**config.mk**
```make
export PLATFORM = sky130hd
export DESIGN_NAME = msa_annunciator
export DESIGN_NICKNAME = d
export VERILOG_FILES = /design/src/core/msa_pkg.sv /design/src/core/msa_timer.sv /design/src/core/msa_annunciator.sv
export SDC_FILE = /design/constraint.sdc
export NUM_CORES = 1
export LEC_CHECK = 0
export BUFFER_PORTS_ARGS = -buffer_cell sky130_fd_sc_hd__buf_2
export CAP_MARGIN = 30
export CORE_MARGIN = 2
export CORE_UTILIZATION = 47
export DETAILED_ROUTE_END_ITERATION = 8
export GPL_ROUTABILITY_DRIVEN = 1
export PLACE_DENSITY = 0.67
export SYNTH_ARGS = -nofsm -noshare
export SYNTH_HDL_FRONTEND = slang
export SYNTH_SLANG_ARGS = --single-unit
```
**constraint.sdc**
```tcl
create_clock -name ref_clk -period 6.35 [get_ports ref_clk]
set_input_delay 0.9525 -clock ref_clk [delete_from_list [all_inputs] [get_ports ref_clk]]
set_output_delay 0.9525 -clock ref_clk [all_outputs]
set_load 0.01 [all_outputs]
```
**src/core/msa_pkg.sv**
```systemverilog
package msa_pkg;
  // ---------------------------------------------------------------
  // clock and timing
  // ---------------------------------------------------------------
  localparam int unsigned CLK_MHZ = 125;
  localparam int unsigned FLASH_MS = 5000;  // fault flash length
  localparam int unsigned BLINK_MS = 250;   // half period of flashing
  localparam int unsigned FLASH_CYC = FLASH_MS * 1000 * CLK_MHZ;
  localparam int unsigned BLINK_CYC = BLINK_MS * 1000 * CLK_MHZ;
  localparam int unsigned MS_CYC = 1000 * CLK_MHZ;  // watchdog tick
  localparam logic [3:0] PWM_DIV = 4'hF;    // pwm step every 16 cycles
  // ---------------------------------------------------------------
  // register offsets
  // ---------------------------------------------------------------
  localparam logic [7:0] CTRL_OFS = 8'h00;
  localparam logic [7:0] STAT_OFS = 8'h04;
  localparam logic [7:0] HIST_OFS = 8'h08;
  localparam logic [7:0] STATIC_OFS = 8'h0C;
  localparam logic [7:0] WDOG_OFS = 8'h10;
  localparam logic [7:0] KICK_OFS = 8'h14;
  // ---------------------------------------------------------------
  // control field positions
  // ---------------------------------------------------------------
  localparam int CTRL_COUPLE = 4;  // bus coupling fault message
  localparam int CTRL_STEPF = 5;   // step fault, write one pulse
  localparam int CTRL_CRCCLR = 6;  // clear checksum report
  localparam int CTRL_WDEN = 7;    // watchdog enable
  localparam logic [15:0] WDOG_RST = 16'h03E8;  // default 1000 ms
  // ---------------------------------------------------------------
  // display codes
  // ---------------------------------------------------------------
  localparam logic [3:0] CODE_BOOT = 4'h0;
  localparam logic [3:0] CODE_SELF = 4'h1;
  localparam logic [3:0] CODE_SBINIT = 4'h5;
  localparam logic [3:0] CODE_ACTIVE = 4'h9;
  localparam logic [3:0] CODE_ADDR = 4'hA;
  localparam logic [3:0] CODE_BUS = 4'hB;
  localparam logic [3:0] CODE_PAR = 4'hC;
  localparam logic [3:0] CODE_RUNT = 4'hD;
  localparam logic [3:0] CODE_EXC = 4'hE;
  localparam logic [3:0] CODE_TEMP = 4'hF;
  // ---------------------------------------------------------------
  // restart sequencing phases
  // ---------------------------------------------------------------
  typedef enum logic [1:0] {PH_RUN, PH_HOLD, PH_RESTART} msa_phase_t;
endpackage

```
**src/core/msa_timer.sv**
```systemverilog
// down counter that expires after a loaded number of ticks
module msa_timer
(
  input wire logic ref_clk,
  input wire logic nrst,
  input wire logic start,
  input wire logic stop,
  input wire logic tick,
  input wire logic [31:0] loadVal,
  output logic running,
  output logic expired
);
  import msa_pkg::*;

  logic [31:0] count;  // remaining ticks
  wire lastTick = running && tick && (count <= 32'h00000001);

  // -------------------------------------------------------------
  // counting process
  // -------------------------------------------------------------
  always_ff @(posedge ref_clk or negedge nrst)
  begin
    if (!nrst)
    begin
      count <= 32'h00000000;
      running <= 1'b0;
      expired <= 1'b0;
    end
    else if (stop)
    begin
      // abort without expiry
      running <= 1'b0;
      expired <= 1'b0;
    end
    else if (start)
    begin
      count <= loadVal;
      running <= 1'b1;
      expired <= 1'b0;
    end
    else
    begin
      expired <= lastTick;
      if (lastTick)
        running <= 1'b0;
      else if (running && tick)
        count <= count - 32'h00000001;
    end
  end
endmodule

```
**src/core/msa_annunciator.sv**
```systemverilog
// Behaviour
// - station or processing fault lights both red lamps
// - red lamps lit until code nine reached
// - host coupling fault message lights red lamps
// - halt lamp follows processor halt
// - run lamp lit, duty follows workload
// - link lamp follows ethernet link
// - traffic lamp lit on send or receive
// - single hex digit shows sixteen codes
// - faulted startup step flashes about five seconds
// - watchdog expiry forces a restart
// - codes zero to five are startup steps
// - codes six to nine are connect states
// - address and bus errors show A, B, restart
// - runtime and exception errors show D, E, restart
// - parity restarts, checksum only reports, code C
// - temperature fault shows code F
// - history flags latch until module restart
// - static flags follow their cause
// - code nine extinguishes both red lamps
//
// The plain strobed port and the register addresses were decided locally.
module msa_annunciator
#(
  parameter int unsigned FLASH_CYCLES = msa_pkg::FLASH_CYC,
  parameter int unsigned BLINK_CYCLES = msa_pkg::BLINK_CYC,
  parameter int unsigned MS_CYCLES = msa_pkg::MS_CYC
)
(
  input wire logic ref_clk,
  input wire logic nrst,
  input wire logic [7:0] regAddr,
  input wire logic [31:0] regWrData,
  input wire logic regWr,
  input wire logic regRd,
  output logic [31:0] regRdData,
  input wire logic stationBusFault,
  input wire logic procSectionFault,
  input wire logic procHalted,
  input wire logic procActive,
  input wire logic [7:0] procLoad,
  input wire logic ethLink,
  input wire logic ethTx,
  input wire logic ethRx,
  input wire logic addrError,
  input wire logic busError,
  input wire logic parityError,
  input wire logic checksumError,
  input wire logic runtimeError,
  input wire logic exceptionError,
  input wire logic tempFault,
  input wire logic [7:0] histCause,
  input wire logic [7:0] staticCause,
  output logic stationDisturbanceLamp,
  output logic moduleDisturbanceLamp,
  output logic processorHaltLamp,
  output logic runLamp,
  output logic networkLinkLamp,
  output logic trafficLamp,
  output logic [3:0] statusDigit,
  output logic statusDigitLit,
  output logic moduleRestart
);
  import msa_pkg::*;

  // ---------------------------------------------------------------
  // helpers
  // ---------------------------------------------------------------
  // true for the transient startup steps 1..5
  function automatic logic isStep(input logic [3:0] code);
    isStep = (code >= CODE_SELF) && (code <= CODE_SBINIT);
  endfunction

  // ---------------------------------------------------------------
  // state
  // ---------------------------------------------------------------
  msa_phase_t phase;          // restart sequencing
  logic [3:0] stateCode;      // normal operating code from firmware
  logic couplingFault;        // host set coupling fault message
  logic wdogEnable;           // watchdog armed
  logic [15:0] wdogTime;      // watchdog time in ms
  logic errActive;            // restarting error latched
  logic [3:0] errCode;        // latched error code
  logic crcFlag;              // checksum report, no restart
  logic [7:0] histFlags;      // latched history flags
  logic [7:0] staticFlags;    // following static flags
  logic [31:0] blinkCnt;      // blink half period counter
  logic blinkOn;              // blink phase
  logic [3:0] pwmDiv;         // pwm step divider
  logic [7:0] pwmCnt;         // pwm ramp
  logic flashRun;             // flash timer running
  logic flashDone;            // flash timer expired
  logic wdogRun;              // watchdog running
  logic wdogDone;             // watchdog expired
  logic [31:0] msCnt;         // millisecond divider
  logic msTick;               // one cycle per ms

  // ---------------------------------------------------------------
  // register decode
  // ---------------------------------------------------------------
  wire wrCtrl = regWr && (regAddr == CTRL_OFS);
  wire wrWdog = regWr && (regAddr == WDOG_OFS);
  wire wrKick = regWr && (regAddr == KICK_OFS);
  wire inRestart = (phase == PH_RESTART);
  wire stepFaultReq = wrCtrl && regWrData[CTRL_STEPF] && isStep(regWrData[3:0]);
  wire crcClear = wrCtrl && regWrData[CTRL_CRCCLR];

  // ---------------------------------------------------------------
  // error selection
  // ---------------------------------------------------------------
  wire restartErr = addrError | busError | parityError | runtimeError | exceptionError;
  wire [3:0] errSel = addrError ? CODE_ADDR :
                      busError ? CODE_BUS :
                      parityError ? CODE_PAR :
                      runtimeError ? CODE_RUNT :
                      CODE_EXC;

  // ---------------------------------------------------------------
  // restart sequencing decisions
  // ---------------------------------------------------------------
  wire takeErr = (phase == PH_RUN) && restartErr;
  wire flashStart = (phase == PH_RUN) && (restartErr || stepFaultReq);
  wire restartNow = ((phase == PH_HOLD) && flashDone) ||
                    ((phase == PH_RUN) && wdogDone && !restartErr);
  msa_phase_t next_phase;
  assign next_phase = restartNow ? PH_RESTART :
                      flashStart ? PH_HOLD :
                      inRestart ? PH_RUN : phase;

  // ---------------------------------------------------------------
  // next values of software state
  // ---------------------------------------------------------------
  wire [3:0] next_stateCode = inRestart ? CODE_BOOT : wrCtrl ? regWrData[3:0] : stateCode;
  wire next_crcFlag = checksumError | (crcFlag & ~(crcClear | inRestart));
  wire [7:0] next_histFlags = inRestart ? histCause : (histFlags | histCause);
  wire wdogStart = wdogEnable && (wrKick || (phase == PH_RUN && !wdogRun));

  // ---------------------------------------------------------------
  // display and lamp selection
  // ---------------------------------------------------------------
  wire [3:0] shownCode = errActive ? errCode :
                         crcFlag ? CODE_PAR :
                         tempFault ? CODE_TEMP :
                         stateCode;
  wire flashing = (phase == PH_HOLD);
  wire redLamp = stationBusFault | procSectionFault |
                 couplingFault |
                 (stateCode != CODE_ACTIVE);
  wire blinkWrap = (blinkCnt >= BLINK_CYCLES - 1);
  wire msWrap = (msCnt >= MS_CYCLES - 1);
  wire pwmTick = (pwmDiv == PWM_DIV);

  // ---------------------------------------------------------------
  // timers
  // ---------------------------------------------------------------
  msa_timer flashTimer
  (
    .ref_clk(ref_clk),
    .nrst(nrst),
    .start(flashStart),
    .stop(inRestart),
    .tick(1'b1),
    .loadVal(FLASH_CYCLES),
    .running(flashRun),
    .expired(flashDone)
  );

  msa_timer wdogTimer
  (
    .ref_clk(ref_clk),
    .nrst(nrst),
    .start(wdogStart),
    .stop(inRestart || !wdogEnable || phase == PH_HOLD),
    .tick(msTick),
    .loadVal({16'h0000, wdogTime}),
    .running(wdogRun),
    .expired(wdogDone)
  );

  // ---------------------------------------------------------------
  // sequencing and error latch
  // ---------------------------------------------------------------
  always_ff @(posedge ref_clk or negedge nrst)
  begin
    if (!nrst)
    begin
      phase <= PH_RUN;
      errActive <= 1'b0;
      errCode <= CODE_BOOT;
      moduleRestart <= 1'b0;
    end
    else
    begin
      phase <= next_phase;
      moduleRestart <= restartNow;
      if (takeErr)
      begin
        // first error wins until restart
        errActive <= 1'b1;
        errCode <= errSel;
      end
      else if (inRestart)
        errActive <= 1'b0;
    end
  end

  // ---------------------------------------------------------------
  // software state and flags
  // ---------------------------------------------------------------
  always_ff @(posedge ref_clk or negedge nrst)
  begin
    if (!nrst)
    begin
      stateCode <= CODE_BOOT;
      couplingFault <= 1'b0;
      wdogEnable <= 1'b0;
      wdogTime <= WDOG_RST;
      crcFlag <= 1'b0;
      histFlags <= 8'h00;
      staticFlags <= 8'h00;
    end
    else
    begin
      stateCode <= next_stateCode;
      crcFlag <= next_crcFlag;
      histFlags <= next_histFlags;
      staticFlags <= staticCause;
      if (wrCtrl)
      begin
        couplingFault <= regWrData[CTRL_COUPLE];
        wdogEnable <= regWrData[CTRL_WDEN];
      end
      if (wrWdog)
        wdogTime <= regWrData[15:0];
    end
  end

  // ---------------------------------------------------------------
  // dividers: blink, millisecond tick, pwm step
  // ---------------------------------------------------------------
  always_ff @(posedge ref_clk or negedge nrst)
  begin
    if (!nrst)
    begin
      blinkCnt <= 32'h00000000;
      blinkOn <= 1'b1;
      msCnt <= 32'h00000000;
      msTick <= 1'b0;
      pwmDiv <= 4'h0;
      pwmCnt <= 8'h00;
    end
    else
    begin
      blinkCnt <= blinkWrap ? 32'h00000000 : blinkCnt + 32'h00000001;
      if (blinkWrap)
        blinkOn <= ~blinkOn;
      msCnt <= msWrap ? 32'h00000000 : msCnt + 32'h00000001;
      msTick <= msWrap;
      pwmDiv <= pwmDiv + 4'h1;
      if (pwmTick)
        pwmCnt <= pwmCnt + 8'h01;
    end
  end

  // ---------------------------------------------------------------
  // lamp and display outputs
  // ---------------------------------------------------------------
  always_ff @(posedge ref_clk or negedge nrst)
  begin
    if (!nrst)
    begin
      stationDisturbanceLamp <= 1'b1;
      moduleDisturbanceLamp <= 1'b1;
      processorHaltLamp <= 1'b0;
      runLamp <= 1'b0;
      networkLinkLamp <= 1'b0;
      trafficLamp <= 1'b0;
      statusDigit <= CODE_BOOT;
      statusDigitLit <= 1'b1;
    end
    else
    begin
      stationDisturbanceLamp <= redLamp;
      moduleDisturbanceLamp <= redLamp;
      processorHaltLamp <= procHalted;
      runLamp <= procActive && (pwmCnt <= procLoad);
      networkLinkLamp <= ethLink;
      trafficLamp <= ethTx | ethRx;
      statusDigit <= shownCode;
      statusDigitLit <= flashing ? blinkOn : 1'b1;
    end
  end

  // ---------------------------------------------------------------
  // register read port
  // ---------------------------------------------------------------
  wire [31:0] ctrlView = {24'h000000, wdogEnable, 2'b00, couplingFault, stateCode};
  wire [31:0] statView = {20'h00000, phase, wdogRun, flashRun, crcFlag, tempFault,
                          errActive, flashing, shownCode};
  wire [31:0] rdMux = (regAddr == CTRL_OFS) ? ctrlView :
                      (regAddr == STAT_OFS) ? statView :
                      (regAddr == HIST_OFS) ? {24'h000000, histFlags} :
                      (regAddr == STATIC_OFS) ? {24'h000000, staticFlags} :
                      (regAddr == WDOG_OFS) ? {16'h0000, wdogTime} : 32'h00000000;

  // read data valid only in the cycle after the strobe
  always_ff @(posedge ref_clk or negedge nrst)
  begin
    if (!nrst)
      regRdData <= 32'h00000000;
    else
      regRdData <= regRd ? rdMux : 32'h00000000;
  end
endmodule

```
==> impl_results.rst <==
.. list-table::
   :header-rows: 1

   * - Metric
     - Value
   * - Run status
     - complete, no violations
   * - Buffer levels on the longest clock path
     - 3
   * - Initial antenna violation count
     - 0
   * - Most common cell after layout, fill and taps aside
     - dfrtp_1
   * - Synth warn
     - 0
   * - Vias
     - 8199
   * - MaxCap Viol Count
     - 0
   * - Total routing resource utilization after global routing
     - 21.48%
   * - Slack of the critical path
     - 2.865 ns
   * - Port Buf Inserts
     - 93
   * - Post CTS Setup Buffer Count
     - 0
   * - Resize count post-CTS
     - 0
   * - Die span in y
     - 153.8 um
   * - Final worst-path cycle share
     - roughly 55%
   * - Fraction of power consumed by combinational cells
     - 10.7%
   * - Internal power component
     - 2.512 mW
   * - Total core area
     - 21960 sq um
   * - Worst flop-to-flop path startpoint
     - phase[0]
   * - Signal arrival time at the worst endpoint
     - 3.90 ns
   * - Worst Path Required
     - 6.76 ns
   * - Number of antenna diodes
     - 0
   * - Total setup violations reported at the end of the flow
     - 0
   * - Achievable clock frequency
     - roughly 0.29 GHz
   * - Worst max-slew margin expressed relative to the limit
     - 29.17%
   * - Async SR Flop Fraction
     - 100.0%
   * - Number of hold-slack violations in the final timing report
     - 0
   * - TNS Setup
     - 0 ns
   * - Type of the setup path with the least slack
     - in -> reg
   * - Largest net degree at the start of global routing
     - between 100 and 150
   * - Worst Setup Slack post-DPL
     - 2.409 ns
   * - Highest-count cells in the layout ignoring fill and taps
     - dfrtp_1 (210), buf_2 (94), nor2_1 (89)
   * - Netlist Area Pre-Place
     - approximately 11000 sq um
   * - Die W
     - 153.8 um
   * - TritonCTS Buffers
     - 25
   * - Top-level port count
     - 126
   * - Synthesis-to-finish area growth
     - 15.04%
   * - Post-DP HPWL
     - 17450 um
   * - Kind of path behind the tightest hold check
     - reg -> reg
   * - Average wire per cell in the routed design
     - 17.47 um
   * - Placed Cells incl. Taps
     - 1396
   * - Number of storage elements in the synthesis netlist
     - 219
   * - CP top delay family
     - simple AND/OR/NAND/NOR gates
   * - Max-slew violation count
     - 0
   * - Buffer type at the clock tree root
     - clkbuf_16
   * - Worst-path maximum fanout
     - 24
   * - Clock share of power
     - 43.4%
   * - Buf+Inv Stages, Crit Path
     - 2
   * - Count of non-filler cells in the finished layout
     - 1439
   * - Cell chain of the critical path
     - buf_2 -> or4_1 -> o32ai_2 -> buf_4 -> nand3_1 -> o21a_1 -> o221ai_1
   * - Net switching component of the power
     - about 0.85 mW
   * - # H-tree levels
     - 1
   * - Max VDD drop
     - between 0.2 and 0.3 mV
   * - Clock transition at the register clock pins on the worst setup and hold paths after CTS
     - roughly 0.05 ns
   * - Cells after synthesis
     - 1037
   * - Net count, final
     - 1241
   * - Largest clock skew in the final design
     - 0.02846 ns
   * - First-pass GRT wire length
     - around 41000 um
   * - Ratio of cells with drive above 1 in the final layout
     - 16.91%
   * - Weighted congestion at the end of routability-driven global placement
     - ~0.81
   * - Count of TritonRoute iterations in the first routing pass
     - 5
   * - Number of core rows
     - 54
   * - Actual slew at the worst max-slew pin
     - roughly 1.1 ns
   * - Count of hold buffers inserted by post-cts repair
     - 0
   * - Iteration-0 DRC Markers
     - 629
   * - Effective utilization at floorplan
     - 48.03%
   * - CTS sink count
     - about 220
   * - Avg Synthesized Cell Area
     - 10.17 sq um
   * - Count of unique library cells instantiated by Yosys
     - 69
   * - Pwr Density
     - 276.8 nW/um^2
   * - Category of the worst setup path launch point
     - input port
   * - Start point of the critical path
     - regAddr[3]
   * - Clk Latency, worst-skew pair
     - between 0.5 and 0.6 ns
   * - Filler cell count in the final layout
     - approximately 1900
   * - Fraction of power consumed by sequential logic
     - 45.9%
   * - RSZ-0062 raised after global routing
     - false
   * - Number of design rule violations left after detail routing
     - 0
   * - Die area
     - 23660 sq um
   * - Proportion of synthesized chip area in sequential cells
     - ~52%
   * - Clock tree from TritonCTS
     - done
   * - Min Clock Period, post-route
     - approximately 3.5 ns
   * - Endpoint class of the critical path
     - flop
   * - Gr ovfl total
     - 0
   * - Via density
     - 5.698
   * - Number of synthesized flops with an enable pin
     - 0
   * - Number of global-route vias before repair
     - 7823
   * - Largest incremental delay on the critical path
     - 0.79 ns
   * - Switching Fraction
     - approximately a quarter
   * - Total wirelength of the detailed-routed design
     - 25140 um
   * - Hold_sp
     - errCode[3]
   * - Cell at the slowest stage of the critical path
     - nand3_1
   * - Top FF cell, synth
     - dfrtp_1
   * - Number of nets with antenna violations after routing
     - 0
   * - Leak pwr
     - 5.263 nW
==> area by class of cell <==
class	count	area, sq um	share of cell area (%)
clock inverters	5	78.83	0.6496
inverters	29	108.9	0.8971
flip-flops and latches	219	5492	45.26
multi-input cells	764	4787	39.45
repair buffers	104	553.0	4.558
clock buffers	38	764.5	6.300
well taps	280	350.3	2.887
==> worst paths after layout <==
path | endpoint | slack (ns) | cells after the start
max in group asynchronous | processorHaltLamp | 4.61 | 2
worst max-delay path | wdogTimer.count[9] | 2.87 | 7
min in group asynchronous | pwmDiv[1] | 0.54 | 1
worst min-delay path | errCode[3] | 0.44 | 2
worst min register to register | errCode[3] | 0.44 | 2
worst max register to register | wdogTimer.count[9] | 3.18 | 6
==> worst min-delay path, cell delays in order (launching register included) <==
cell     delay, ns
dfrtp_1       0.32
inv_1         0.05
nand2_1       0.05
==> logic make-up (layout without fill, tap and decap cells) <==
group / after synthesis / count (layout) / share of synthesized area, %
other: 1 / 38 / 0.03555
adder cells (fa/ha/maj): 16 / 16 / 1.898
multiplexers: 34 / 34 / 3.428
AO/OA/AOI/OAI: 198 / 198 / 12.38
buffers and inverters: 91 / 176 / 4.045
flip-flops: 219 / 219 / 52.06
AND/OR/NAND/NOR: 426 / 426 / 21.83
XOR/XNOR: 52 / 52 / 4.318
==> synthesized netlist by cell type, types with 9 or more instances <==
cell,instances,area [sq um]
a21oi_1,58,290.3
and3_1,13,81.33
nor3_1,23,115.1
or3_1,15,93.84
nand2_1,80,300.3
or4_1,28,210.2
inv_1,29,108.9
dfstp_2,9,236.5
dfrtp_1,210,5255
o31ai_1,14,105.1
xnor2_1,25,219.0
mux2i_1,17,170.2
buf_4,17,127.6
and4_1,13,113.9
o22ai_1,11,68.82
o21ai_0,27,135.1
nand3_1,44,220.2
a21o_1,12,90.09
ha_1,16,200.2
nand4_1,24,150.1
clkbuf_1,37,138.9
mux2_2,17,191.4
nor4_1,35,219.0
xor2_1,27,236.5
nor2_1,89,334.1
or2_2,9,56.30
nand2b_1,14,87.58
==> power by group through the flow <==
stage | registers (mW) | clock network [mW] | logic, mW
after CTS | 1.54 | 1.49 | 0.360
after global placement | 1.56 | 0 | 0.350
after global routing | 1.55 | 1.55 | 0.405
after floorplan | 1.54 | 0 | 0.247
final | 1.54 | 1.46 | 0.360
after detailed placement | 1.56 | 0 | 0.357
==> metal layers <==
| metal | track usage (%) | routed length, um | vias to the layer above | share of wire [%] |
|---|---|---|---|---|
| li1 | - | - | 3954 | - |
| met1 | 32.33 | 12120 | 4021 | 48 |
| met2 | 33.61 | 11480 | 188 | 46 |
| met3 | 2.649 | 1099 | 36 | 4.4 |
| met4 | 4.584 | 449 | 0 | 1.8 |
| met5 | 0 | 0 | - | 0 |
==> metrics by stage <==
| step | power [mW] | util, % | hold WS, ns | cell area (sq um) |
|---|---|---|---|---|
| finish | 3.358 | 55.26 | 0.4424 | 12130 |
| global route | 3.502 | 55.26 | 0.4622 | 12130 |
| CTS | 3.388 | 55.26 | 0.4435 | 12130 |
| detailed placement | 1.919 | 51.42 | 0.4295 | 11290 |
| global placement | 1.910 | 51.34 | 0.4308 | 11270 |
| floorplan | 1.787 | - | 0.4142 | 10690 |
==> flip-flops by register name, summed over array words and instances, names as in the netlist, 2 cells and up <==
name and flops:
flashTimer.count 32, regRdData 16, errCode 4, pwmCnt 8, blinkCnt 32, phase 2
statusDigit 4, wdogTime 16, msCnt 32, pwmDiv 4, staticFlags 8, histFlags 8
wdogTimer.count 32, stateCode 4
No activity file was read; power rests on OpenSTA's default activity.
